<file path="config.mk">
export PLATFORM = sky130hd
export DESIGN_NAME = interrupt_priority_mask_stack
export DESIGN_NICKNAME = d
export VERILOG_FILES = /design/src/prio_pkg.sv /design/src/gate_if.sv /design/src/interrupt_priority_mask_stack.sv /design/src/source_gate.sv
export VERILOG_INCLUDE_DIRS = /design/src
export SDC_FILE = /design/constraint.sdc
export NUM_CORES = 1
export LEC_CHECK = 0
export BUFFER_PORTS_ARGS = -buffer_cell sky130_fd_sc_hd__clkbuf_2
export CORE_MARGIN = 4
export CORE_UTILIZATION = 60
export CTS_CLUSTER_SIZE = 25
export DETAILED_ROUTE_END_ITERATION = 10
export PLACE_DENSITY = 0.95
export SLEW_MARGIN = 20
export SYNTH_ARGS = -nofsm -noshare
export SYNTH_HDL_FRONTEND = slang
export SYNTH_HIERARCHICAL = 1
export SYNTH_SLANG_ARGS = --single-unit
</file>
<file path="constraint.sdc">
create_clock -name aclk -period 4.1 [get_ports aclk]
set_input_delay 0.41 -clock aclk [delete_from_list [all_inputs] [get_ports aclk]]
set_output_delay 0.41 -clock aclk [all_outputs]
set_load 0.02 [all_outputs]
</file>
<file path="src/prio_defines.svh">
// register indices, field positions, reset values and limits
// assumes it is included by bare name from the design files
`ifndef PRIO_DEFINES_SVH
`define PRIO_DEFINES_SVH

// register indices; byte address on the bus is four times the index
`define SC_INDEX 14'h003E
`define STACK_INDEX 14'h003F
`define LEVEL_INDEX 14'h3050
`define LEVEL_REGS 10
// status/control field positions
`define SC_ENABLE_BIT 7
`define SC_EMPTY_BIT 5
`define SC_FULL_BIT 4
`define SC_PULL_BIT 3
// reset values
`define SC_RESET 8'h20
`define STACK_RESET 8'h00
`define LEVEL_RESET 8'h00
// pseudo stack depth in 2-bit slots
`define STACK_DEPTH 3'h4
// bus responses
`define RESP_OKAY 2'h0
`define RESP_SLVERR 2'h2

`endif

</file>
<file path="src/prio_pkg.sv">
// shared types of the priority mask controller
// assumes prio_defines.svh supplies the numeric constants
package prio_pkg;
  // 2-bit source level or mask
  typedef logic [1:0] level_type;
  // stack occupancy 0..4
  typedef logic [2:0] depth_type;
  // register selected by a bus address
  typedef enum logic [3:0] {
    SEL_NONE = 4'b0001,
    SEL_SC = 4'b0010,
    SEL_STACK = 4'b0100,
    SEL_LEVEL = 4'b1000
  } reg_sel_type;
endpackage

</file>
<file path="src/gate_if.sv">
// carrier between the register block and the per-source gate
// assumes both ends run on the same aclk
`timescale 1ns/1ps
`default_nettype none
interface gate_if #(parameter int NUM_SOURCES = 40, parameter int LVL_W = 80);
  logic enable; // priority processing on
  logic [1:0] mask; // current priority mask
  logic [LVL_W-1:0] levels; // packed 2-bit level fields
  logic [NUM_SOURCES-1:0] src_req; // raw source requests
  logic [NUM_SOURCES-1:0] cpu_req; // filtered requests
  modport ctrl (output enable, mask, levels, src_req, input cpu_req);
  modport gate (input enable, mask, levels, src_req, output cpu_req);
endinterface
`default_nettype wire

</file>
<file path="src/interrupt_priority_mask_stack.sv">
// priority controller registers, mask pseudo stack and axi4-lite slave
// assumes irq_accept and src_req come from logic on aclk
// assumes irq_accept is one pulse per interrupt taken by the cpu
// Contract
// (RULE_01) bit 7 enables priority processing
// (RULE_02) disabled: requests pass straight through
// (RULE_03) disabled: pseudo stack never changes
// (RULE_04) enabled: all requests evaluated first
// (RULE_05) bits 6 and 2 read zero
// (RULE_06) bit 5 flags empty stack
// (RULE_07) bit 4 flags full stack
// (RULE_08) push when full drops oldest slot
// (RULE_09) pull bit restores top stacked mask
// (RULE_10) pull shifts stack, zeros fill bottom
// (RULE_11) enabled: level at least mask passes
// (RULE_12) mask write never pushes
// (RULE_13) pull wins over written mask
// (RULE_14) accepted interrupt pushes current mask
// (RULE_15) four 2-bit levels per byte register
// (RULE_16) pull bit is a strobe reading zero
//
// The implementer's own choice: register access over AXI4-Lite.
`timescale 1ns/1ps
`default_nettype none
`include "prio_defines.svh"
module interrupt_priority_mask_stack
  import prio_pkg::*;
#(
  parameter int NUM_SOURCES = 40
) (
  input wire logic aclk,
  input wire logic aresetn,
  input wire logic awvalid,
  output logic awready,
  input wire logic [15:0] awaddr,
  input wire logic wvalid,
  output logic wready,
  input wire logic [31:0] wdata,
  input wire logic [3:0] wstrb,
  output logic bvalid,
  input wire logic bready,
  output logic [1:0] bresp,
  input wire logic arvalid,
  output logic arready,
  input wire logic [15:0] araddr,
  output logic rvalid,
  input wire logic rready,
  output logic [31:0] rdata,
  output logic [1:0] rresp,
  input wire logic [NUM_SOURCES-1:0] src_req,
  input wire logic irq_accept,
  output logic [NUM_SOURCES-1:0] cpu_req
);
  // packed width of all level registers, one byte each
  localparam int LVL_W = `LEVEL_REGS * 8;

  // only as many sources as the level registers can hold
  generate
    if (NUM_SOURCES < 1 || NUM_SOURCES > 4 * `LEVEL_REGS) begin : g_chk
      $error("NUM_SOURCES out of range for the level registers");
    end
  endgenerate

  // whole state of the block
  typedef struct packed {
    logic enable; // priority processing on
    level_type mask; // current priority mask
    logic [7:0] stack; // four slots, most recent in [7:6]
    depth_type depth; // valid slots held
    logic [LVL_W-1:0] levels; // level registers, byte per register
    logic aw_held; // write address captured
    logic [15:0] aw_addr; // captured write address
    logic w_held; // write data captured
    logic [7:0] w_byte; // captured low data byte
    logic w_lane0; // captured strobe of the low byte
    logic bvalid; // write response pending
    logic [1:0] bresp; // write response code
    logic rvalid; // read data pending
    logic [31:0] rdata; // read data
    logic [1:0] rresp; // read response code
  } state_type;

  state_type s_q; // registered state
  state_type s_d; // next state

  // map a byte address onto a register, misaligned counts as unmapped
  function automatic reg_sel_type decode(input logic [15:0] a);
    logic [13:0] idx;
    idx = a[15:2];
    if (a[1:0] != 2'h0) begin
      decode = SEL_NONE;
    end else if (idx == `SC_INDEX) begin
      decode = SEL_SC;
    end else if (idx == `STACK_INDEX) begin
      // read only; a write here is answered but changes nothing
      decode = SEL_STACK;
    end else if (idx >= `LEVEL_INDEX &&
                 idx < `LEVEL_INDEX + 14'(`LEVEL_REGS)) begin
      decode = SEL_LEVEL;
    end else begin
      decode = SEL_NONE;
    end
  endfunction

  // which level register an address hits
  function automatic logic [3:0] level_slot(input logic [15:0] a);
    logic [13:0] off;
    off = a[15:2] - `LEVEL_INDEX;
    level_slot = off[3:0];
  endfunction

  reg_sel_type wr_sel; // register hit by the pending write
  reg_sel_type rd_sel; // register hit by the offered read
  logic do_write; // pending write completes this cycle
  logic sc_write; // status/control byte written
  logic pull_now; // pull command takes effect
  logic push_now; // accepted interrupt stacks the mask
  logic empty_flag; // stack holds nothing
  logic full_flag; // all four slots used
  logic [7:0] sc_view; // status/control as read back
  level_type top_slot; // most recent stacked mask
  logic [5:0] low_slots; // the three older slots

  assign wr_sel = decode(s_q.aw_addr);
  assign rd_sel = decode(araddr);
  assign do_write = s_q.aw_held && s_q.w_held && !s_q.bvalid;
  // a write without the low byte lane changes nothing
  assign sc_write = do_write && s_q.w_lane0 && wr_sel == SEL_SC;
  // pull only acts when already enabled; zero in the bit is a no-op
  assign pull_now = sc_write && s_q.w_byte[`SC_PULL_BIT] && // RULE_09
    s_q.enable; // RULE_03 RULE_16
  // a pull in the same cycle takes precedence over a push
  assign push_now = irq_accept && s_q.enable && !pull_now; // RULE_14
  assign empty_flag = (s_q.depth == 3'h0); // RULE_06
  assign full_flag = (s_q.depth == `STACK_DEPTH); // RULE_07
  assign top_slot = s_q.stack[7:6];
  assign low_slots = s_q.stack[5:0];
  // reserved bits and the pull strobe always read zero
  assign sc_view = {s_q.enable, 1'b0, empty_flag, full_flag, // RULE_05
    1'b0, 1'b0, s_q.mask}; // RULE_16

  // bus handshakes, register writes and stack moves
  always_comb begin
    s_d = s_q;
    // address and data may arrive in either order
    if (awvalid && awready) begin
      s_d.aw_held = 1'b1;
      s_d.aw_addr = awaddr;
    end
    // only the low byte lane matters: every register is one byte
    if (wvalid && wready) begin
      s_d.w_held = 1'b1;
      s_d.w_byte = wdata[7:0];
      s_d.w_lane0 = wstrb[0];
    end
    if (s_q.bvalid && bready) begin
      s_d.bvalid = 1'b0;
    end
    // complete the write once both halves are in
    if (do_write) begin
      s_d.aw_held = 1'b0;
      s_d.w_held = 1'b0;
      s_d.bvalid = 1'b1;
      s_d.bresp = (wr_sel == SEL_NONE) ? `RESP_SLVERR : `RESP_OKAY;
      if (s_q.w_lane0 && wr_sel == SEL_LEVEL) begin
        s_d.levels[level_slot(s_q.aw_addr)*8 +: 8] = s_q.w_byte; // RULE_15
      end
    end
    // control write: mask goes in directly, stack untouched
    if (sc_write) begin
      s_d.enable = s_q.w_byte[`SC_ENABLE_BIT]; // RULE_01
      s_d.mask = s_q.w_byte[1:0]; // RULE_12
    end
    // depth counts valid slots so the flags do not depend on data:
    // a stacked mask of 0 would otherwise look like a free slot
    // pull overrides any mask value written alongside it
    if (pull_now) begin
      s_d.mask = top_slot; // RULE_13
      s_d.stack = {low_slots, 2'h0}; // RULE_10
      if (!empty_flag) begin
        s_d.depth = s_q.depth - 3'h1; // RULE_06
      end
    end else if (push_now) begin
      // the oldest slot falls off the bottom when full
      s_d.stack = {s_q.mask, s_q.stack[7:2]}; // RULE_08
      if (!full_flag) begin
        s_d.depth = s_q.depth + 3'h1; // RULE_07
      end
    end
    // read: one outstanding answer at a time
    if (s_q.rvalid && rready) begin
      s_d.rvalid = 1'b0;
    end
    if (arvalid && arready) begin
      s_d.rvalid = 1'b1;
      s_d.rresp = `RESP_OKAY;
      // rebuilt from zero so no byte of an earlier read leaks through
      s_d.rdata = 32'h0000_0000;
      unique case (rd_sel)
        SEL_SC: s_d.rdata[7:0] = sc_view;
        SEL_STACK: s_d.rdata[7:0] = s_q.stack;
        SEL_LEVEL: s_d.rdata[7:0] = s_q.levels[level_slot(araddr)*8 +: 8];
        SEL_NONE: s_d.rresp = `RESP_SLVERR;
      endcase
    end
  end

  // synchronous reset leaves mask zero, stack empty, bypass on
  // status reads 0x20 after reset because the empty flag comes from depth
  always_ff @(posedge aclk) begin
    if (!aresetn) begin
      s_q <= '0;
    end else begin
      s_q <= s_d;
    end
  end

  // ready only while the holding slot is free and no answer waits
  // dropping both with bvalid makes the next write wait until the
  // previous answer has been taken, so one write is in flight at most
  assign awready = !s_q.aw_held && !s_q.bvalid;
  assign wready = !s_q.w_held && !s_q.bvalid;
  assign arready = !s_q.rvalid;
  assign bvalid = s_q.bvalid;
  assign bresp = s_q.bresp;
  assign rvalid = s_q.rvalid;
  assign rdata = s_q.rdata;
  assign rresp = s_q.rresp;

  // hand the mask and levels to the per-source gate
  gate_if #(.NUM_SOURCES(NUM_SOURCES), .LVL_W(LVL_W)) gi ();
  assign gi.enable = s_q.enable;
  assign gi.mask = s_q.mask;
  assign gi.levels = s_q.levels;
  assign gi.src_req = src_req;
  assign cpu_req = gi.cpu_req;

  // cpu_req is registered in the gate, one cycle behind src_req
  source_gate #(.NUM_SOURCES(NUM_SOURCES)) source_gate_inst (
    .aclk(aclk),
    .aresetn(aresetn),
    .gi(gi)
  );
endmodule
`default_nettype wire

</file>
<file path="src/source_gate.sv">
// per-source level compare and bypass, registered toward the cpu
// assumes requests come from logic on aclk, so no synchroniser
`timescale 1ns/1ps
`default_nettype none
module source_gate
  import prio_pkg::*;
#(
  parameter int NUM_SOURCES = 40
) (
  input wire logic aclk,
  input wire logic aresetn,
  gate_if.gate gi
);
  // whole state of the gate
  typedef struct packed {
    logic [NUM_SOURCES-1:0] cpu_req;
  } gate_state_type;

  gate_state_type s_q; // registered state
  gate_state_type s_d; // next state
  logic [NUM_SOURCES-1:0] pass; // source may reach the cpu

  // one comparator per source; field k of byte n is source n*4+k
  genvar i;
  generate
    for (i = 0; i < NUM_SOURCES; i++) begin : g_cmp
      // bypass lets everything through, else level at or above mask
      assign pass[i] = !gi.enable || // RULE_02
        (gi.levels[2*i +: 2] >= gi.mask); // RULE_11 RULE_15
    end
  endgenerate

  // every request goes through the evaluation above
  always_comb begin
    s_d = s_q;
    s_d.cpu_req = gi.src_req & pass; // RULE_04
  end

  // register stage keeps the cpu lines glitch free
  always_ff @(posedge aclk) begin
    if (!aresetn) begin
      s_q <= '0;
    end else begin
      s_q <= s_d;
    end
  end

  assign gi.cpu_req = s_q.cpu_req;
endmodule
`default_nettype wire

</file>
# Yosys cells after proc, flatten, opt, wreduce, memory -nomap -nowiden
# Cells that the tools add are included.
[totals] reg_bits=175 latchBits=0 ramBits=0 romBits=0 input_bits=116 out_inout_bits=81 n_memories=0
[classes] n_addsub=5 mul=0 div_mod_pow=0 n_lt_le_gt_ge=44 n_eq_ne=14 shift=3 muxes=22 bitwise_logic=2 reduce_logical=75
[op_table] op="80-bit bitwise mux" count=1
[op_table] op="2-bit >= comparator" count=40
[op_table] op="8-bit by 34-bit variable shift with 80-bit output, first input constant" count=1
[op_table] op="8-bit by 34-bit indexed part select with 80-bit output" count=1
[op_table] op="80-bit by 8-bit indexed part select with 8-bit output" count=1
[op_table] op="14-bit by 6-bit == test with 1-bit output, second input constant" count=4
[op_table] op="40-bit AND" count=1
[op_table] op="1-bit logical OR" count=40
[op_table] op="35-bit two-way mux" count=1
[op_table] op="7-bit negation with 34-bit output" count=1
[op_table] op="4-bit two-way mux" count=8
[op_table] op="14-bit >= comparator, second input constant" count=2
[op_table] op="14-bit less-than comparator, second input constant" count=2
[op_table] op="8-bit one-hot mux with 3 select lines" count=1
[op_table] op="11-bit two-way mux" count=2
[op_table] op="1-bit logical AND" count=18
[op_table] op="2-bit nonzero test" count=6
[op_table] op="3-bit two-way mux" count=3
[op_table] op="4-bit by 1-bit == test with 1-bit output, second input constant" count=2
[op_table] op="4-bit by 2-bit == test with 1-bit output, second input constant" count=2
[op_table] op="4-bit == test, second input constant" count=2
[op_table] op="2-bit two-way mux" count=4
[op_table] op="4-bit by 1-bit subtractor with 4-bit output, second input constant" count=2
[op_table] op="1-bit logical NOT" count=6
[op_table] op="11 further kinds" count=14

# Logic depth before layout (Yosys ltp)
[logic_depth] word_depth=14 depth_mapped=9

# By module
# The synthesis kept the hierarchy.
[modules_own_cells] module="interrupt_priority_mask_stack" instances=1 cells_per_inst=781 area_each_um2=6839.1 seq_area_each_um2=2662.6
[modules_own_cells] module="source_gate" instances=1 cells_per_inst=369 area_each_um2=3181.8 seq_area_each_um2=800.8

# Worst setup path after synthesis
# OpenSTA, ideal clock, no wires.
[synth_path] path_kind="flip-flop to flip-flop" start="register s_q[50] (netlist name)" end="register s_q (netlist bit gi.levels[16])" setup_time_ps=132 t_arrival_ps=2055 path_slack_ps=1912 stages_incl_launch_ff=10 cell_sequence="dfxtp_1 clkbuf_1 inv_1 ha_1 nor2b_1 nand2b_2 or4_1 buf_2 nand2_1 a21oi_1"
[synth_via] elab_chain_cells=9
[synth_rtl] item="start, declared" line="interrupt_priority_mask_stack.sv:83" source="state_type s_q;"
[synth_rtl] item="start signal, assigned" line="interrupt_priority_mask_stack.sv:212" source="s_q <= '0;"
[synth_rtl] item="start signal, assigned" line="interrupt_priority_mask_stack.sv:214" source="s_q <= s_d;"
[synth_rtl] item="14-bit >= comparator (no source line) / 14-bit less-than comparator (equally long branches)"
[synth_rtl] item="1-bit logical AND" line="interrupt_priority_mask_stack.sv:97" source="end else if (idx >= `LEVEL_INDEX &&"
[synth_rtl] item="4-bit two-way mux" line="interrupt_priority_mask_stack.sv:97"
[synth_rtl] item="4-bit two-way mux" line="interrupt_priority_mask_stack.sv:94" source="end else if (idx == `STACK_INDEX) begin"
[synth_rtl] item="4-bit two-way mux" line="interrupt_priority_mask_stack.sv:92" source="end else if (idx == `SC_INDEX) begin"
[synth_rtl] item="4-bit two-way mux" line="interrupt_priority_mask_stack.sv:90" source="if (a[1:0] != 2'h0) begin"
[synth_rtl] item="4-bit == test" line="interrupt_priority_mask_stack.sv:165" source="if (s_q.w_lane0 && wr_sel == SEL_LEVEL) begin"
[synth_rtl] item="1-bit logical AND" line="interrupt_priority_mask_stack.sv:165"
[synth_rtl] item="2-bit AND reduction (no source line)"
# Parallel ways exist; a longest one is shown, timed or not.
# A chain may end at the register's enable or synchronous reset.

# Worst setup path in the final report
[layout_path] start="register s_q[50] (netlist name)" end="register s_q[147] (netlist name)"
[layout_via] elab_chain_cells=14
[layout_rtl] item="14-bit >= comparator (no source line) / 14-bit less-than comparator (equally long branches)"
[layout_rtl] item="1-bit logical AND" line="interrupt_priority_mask_stack.sv:97"
[layout_rtl] item="4-bit two-way mux" line="interrupt_priority_mask_stack.sv:97"
[layout_rtl] item="4-bit two-way mux" line="interrupt_priority_mask_stack.sv:94"
[layout_rtl] item="4-bit two-way mux (*)" line="interrupt_priority_mask_stack.sv:92"
[layout_rtl] item="4-bit two-way mux (*)" line="interrupt_priority_mask_stack.sv:90"
[layout_rtl] item="4-bit by 2-bit == test with 1-bit output (*)" line="interrupt_priority_mask_stack.sv:128" source="assign sc_write = do_write && s_q.w_lane0 && wr_sel == SEL_SC;"
[layout_rtl] item="1-bit logical AND (*)" line="interrupt_priority_mask_stack.sv:128"
[layout_rtl] item="1-bit logical AND (*) (2 in a row)" line="interrupt_priority_mask_stack.sv:130" source="assign pull_now = sc_write && s_q.w_byte[`SC_PULL_BIT] &&"
[layout_rtl] item="1-bit logical NOT" line="interrupt_priority_mask_stack.sv:133" source="assign push_now = irq_accept && s_q.enable && !pull_now;"
[layout_rtl] item="1-bit logical AND" line="interrupt_priority_mask_stack.sv:133"
[layout_rtl] item="2-bit nonzero test (no source line)"
[layout_rtl] item="3-bit AND reduction (no source line)"
# Every way passes the cells marked *; elsewhere a longest branch is shown, timed or not.

==> results.md <==
* Final hold vios at 0
* Status: complete, no violations
* Largest family of logic cells by synthesized area: simple AND/OR/NAND/NOR gates
* Tot Pwr at 3.94 mW
* Hold Crit Endpoint: s_q[48]
* Initial core utilization at just over 60%
* Clk Tree Root Cell: clkbuf_16
* Post-Synth XOR/XNOR Area at 0%
* Core footprint at 16,100 sq um
* Hold Startpoint: awaddr[0]
* Area delta synth->final at 11.5%
* Core Rows at 46
* # nets final at roughly 1,400
* Clock Path Buffers at 2
* Crit path max fanout at 18
* CTS hold repair buffers at 0
* Warnings from Yosys at 6
* Final core utilization at slightly below 70%
* Mapped cell area at 10,000 sq um
* Synth Instances at 1,150
* Wirelength, routed at 28.9 mm
* CP Launch Type: register
* Largest net degree at the start of global routing at 64
* Worst r2r dst: s_q[147]
* Leakage at 4.21 nW
* GR Util All Layers at 30.4%
* Library cells used by synthesis at 64
* EDFF count, synth at 0
* Setup violators final at 0
* Max Cap Viol at 0
* WP data arrival at 2.98 ns
* I/O pin cnt at slightly below 200
* Clock Skew at roughly 0.0083 ns
* Asr flop ratio synth at 0%
* Worst-path clk slew at 0.07 ns
* CTS tree: built
* Setup WS post-layout at between 1 and 1.5 ns
* Vias in the first global route at 8,873
* Yosys reg bits at 173
* Via count at 9,191
* Commonest non-fill, non-tap cell in the layout: nand2_1
* Pre-antenna DRT Iters at 5
* Period utilization at 64.7%
* Total CTS buffers at 17
* ANT nets after route at 0
* Vias/cell at 6.24
* Worst IR Drop VDD at about 0.00031 V
* Reg-to-reg slack, setup at 1.45 ns
* Commonest cells after routing, fill and taps aside: 174 x nand2_1, 172 x dfxtp_1, 141 x clkbuf_2
* Antenna violations before repair at 1
* Post-synthesis simple-gate area fraction at 19.0%
* DP HPWL at 19.2 mm
* Clock latency on the worst-skew pair at approximately 0.44 ns
* Fillers at approximately 1,100
* RSZ-0062 raised after global routing: false
* Mux contribution to synthesized area at 6.48%
* Max-slew headroom at 20.9%
* Post-route setup TNS at 0 ns
* H-Tree Depth at 4
* Post-Syn Area per Cell at between 8 and 9 sq um
* FMAX at 377 MHz
* Port Buffers at 143
* DRT iter0 DRCs at ~1,300
* Die width at about 140 um
* Total grt overflow at 0
* Period minus WS final at 2.65 ns
* Post-CTS Repair Setup Buffers at 0
* Synth Flop Type: dfxtp_1
* Crit Path Class: register to register
* Final Max Slew Viols at 0
* Clock Sinks at roughly 170
* DRC errors left at 0
* Register area share after synthesis at 34.6%
* FF-to-FF path depth at 6
* Synth Area in Compound Gates at 17.4%
* Slew @ Worst Pin at 1.18 ns
* Share of cells above drive strength 1 at between 20% and 30%
* P per Cell Area at 353 nW/um^2
* Total die area at 18,800 sq um
* Hold Path Depth at 3
* Avg WL per Cell at between 15 and 20 um
* DIE HEIGHT at 137 um
* Pre-CTS setup slack at 1.40 ns
* Min-delay worst type: input port to register
* Adder-cell area share of the yosys netlist at 11.0%
* GP Congestion at roughly 0.96
* Critical Path Sink Type: register
* Reg-to-Reg Start: s_q[50]
* First-pass GRT wire length at 44.8 mm
* Critical Path RT at around 4.4 ns
* Post-CTS sizing at 0
==> worst max-delay path by stage <==
stage                 start            end  slack [ns]
finish              s_q[50]       s_q[147]        1.45
detailed placement  aresetn  gi.levels[25]        1.40
CTS                 s_q[50]  gi.levels[19]        1.50
floorplan           s_q[50]  gi.levels[16]        1.91
global placement    aresetn  gi.levels[58]        1.54
global route        s_q[50]       s_q[147]        1.28
==> per-layer routing <==
layer | GRT usage (%) | wire, um | vias to the layer above | part of all wire, %
met5 | 0 | 0 | - | 0
met4 | 20.3 | 2150 | 0 | 7.4
met3 | 9.31 | 3280 | 222 | 11
met2 | 48.9 | 13400 | 691 | 46
met1 | 34.9 | 10100 | 4190 | 35
li1 | - | - | 4088 | -
==> sequential cells by signal, summed over array words and instances, names as in the netlist <==
register,flops
gi.levels,80
source_gate_inst/gi.cpu_req,40
s_q,32
rdata,8
low_slots,6
gi.mask,2
bresp,1
bvalid,1
gi.enable,1
rresp,1
rvalid,1
==> cells in the mapped netlist (6+ instances only) <==
library cell  instances  share of area, %
mux2i_1              21               2.1
nor3_1                8              0.40
o21ai_1              48               2.4
nor2_1               20              0.75
a31oi_2              40               5.0
and2_1                6              0.37
o21ai_0              54               2.7
buf_4                43               3.2
clkbuf_1             29               1.1
nand3_1              73               3.6
ha_1                 88                11
o21ai_2               8              0.70
buf_6                13               1.5
mux2_2                9               1.0
nand4_1              10              0.62
a21boi_1              8              0.60
buf_2                 9              0.45
buf_1                 8              0.30
a21oi_1              57               2.8
a21boi_0              7              0.52
dfxtp_1             173                35
nand4_4               7               1.5
nand2_1             174               6.5
nor3b_1               7              0.52
inv_1               136               5.1
mux4_2               15               3.4
==> where the power goes <==
part           internal (mW)  leakage (nW)  switching [mW]
sequential              1.72          1.41          0.0448
clock                   1.12         0.320           0.698
combinational          0.123          2.48           0.234
==> worst max-delay path, cell delays in order (launching register included) <==
cell       delay, ns
dfxtp_1         0.51
inv_1           0.17
ha_1            0.28
nand4_1         0.34
or2_1           0.68
a311oi_2        0.23
a2111oi_2       0.33
==> through the flow <==
stage               area, sq um  cells  hold WS, ns
finish                    11200   1473        0.191
global route              11200   1473        0.183
CTS                       11200   1472        0.181
detailed placement        10500   1440        0.453
global placement          10500   1440        0.443
floorplan                 10100   1175        0.437
==> cell type report <==
type | count | area, sq um | share of cell area, %
repair buffers | 151 | 778 | 6.96
well taps | 216 | 270 | 2.42
clock inverters | 13 | 210 | 1.88
diodes | 1 | 2.50 | 0.0224
multi-input cells | 764 | 5490 | 49.1
clock buffers | 19 | 453 | 4.05
inverters | 136 | 510 | 4.57
flip-flops and latches | 173 | 3460 | 31.0
==> logic make-up (layout without fill, tap and decap cells) <==
logic type	after synthesis	after routing
adders and majority gates	88	88
buffers and inverters	238	319
other	1	27
and+or+nand+nor	354	354
muxes	45	45
DFF	173	173
AOI/OAI and AO/OA	251	251
Note: power is estimated with default switching activity, not from simulation.
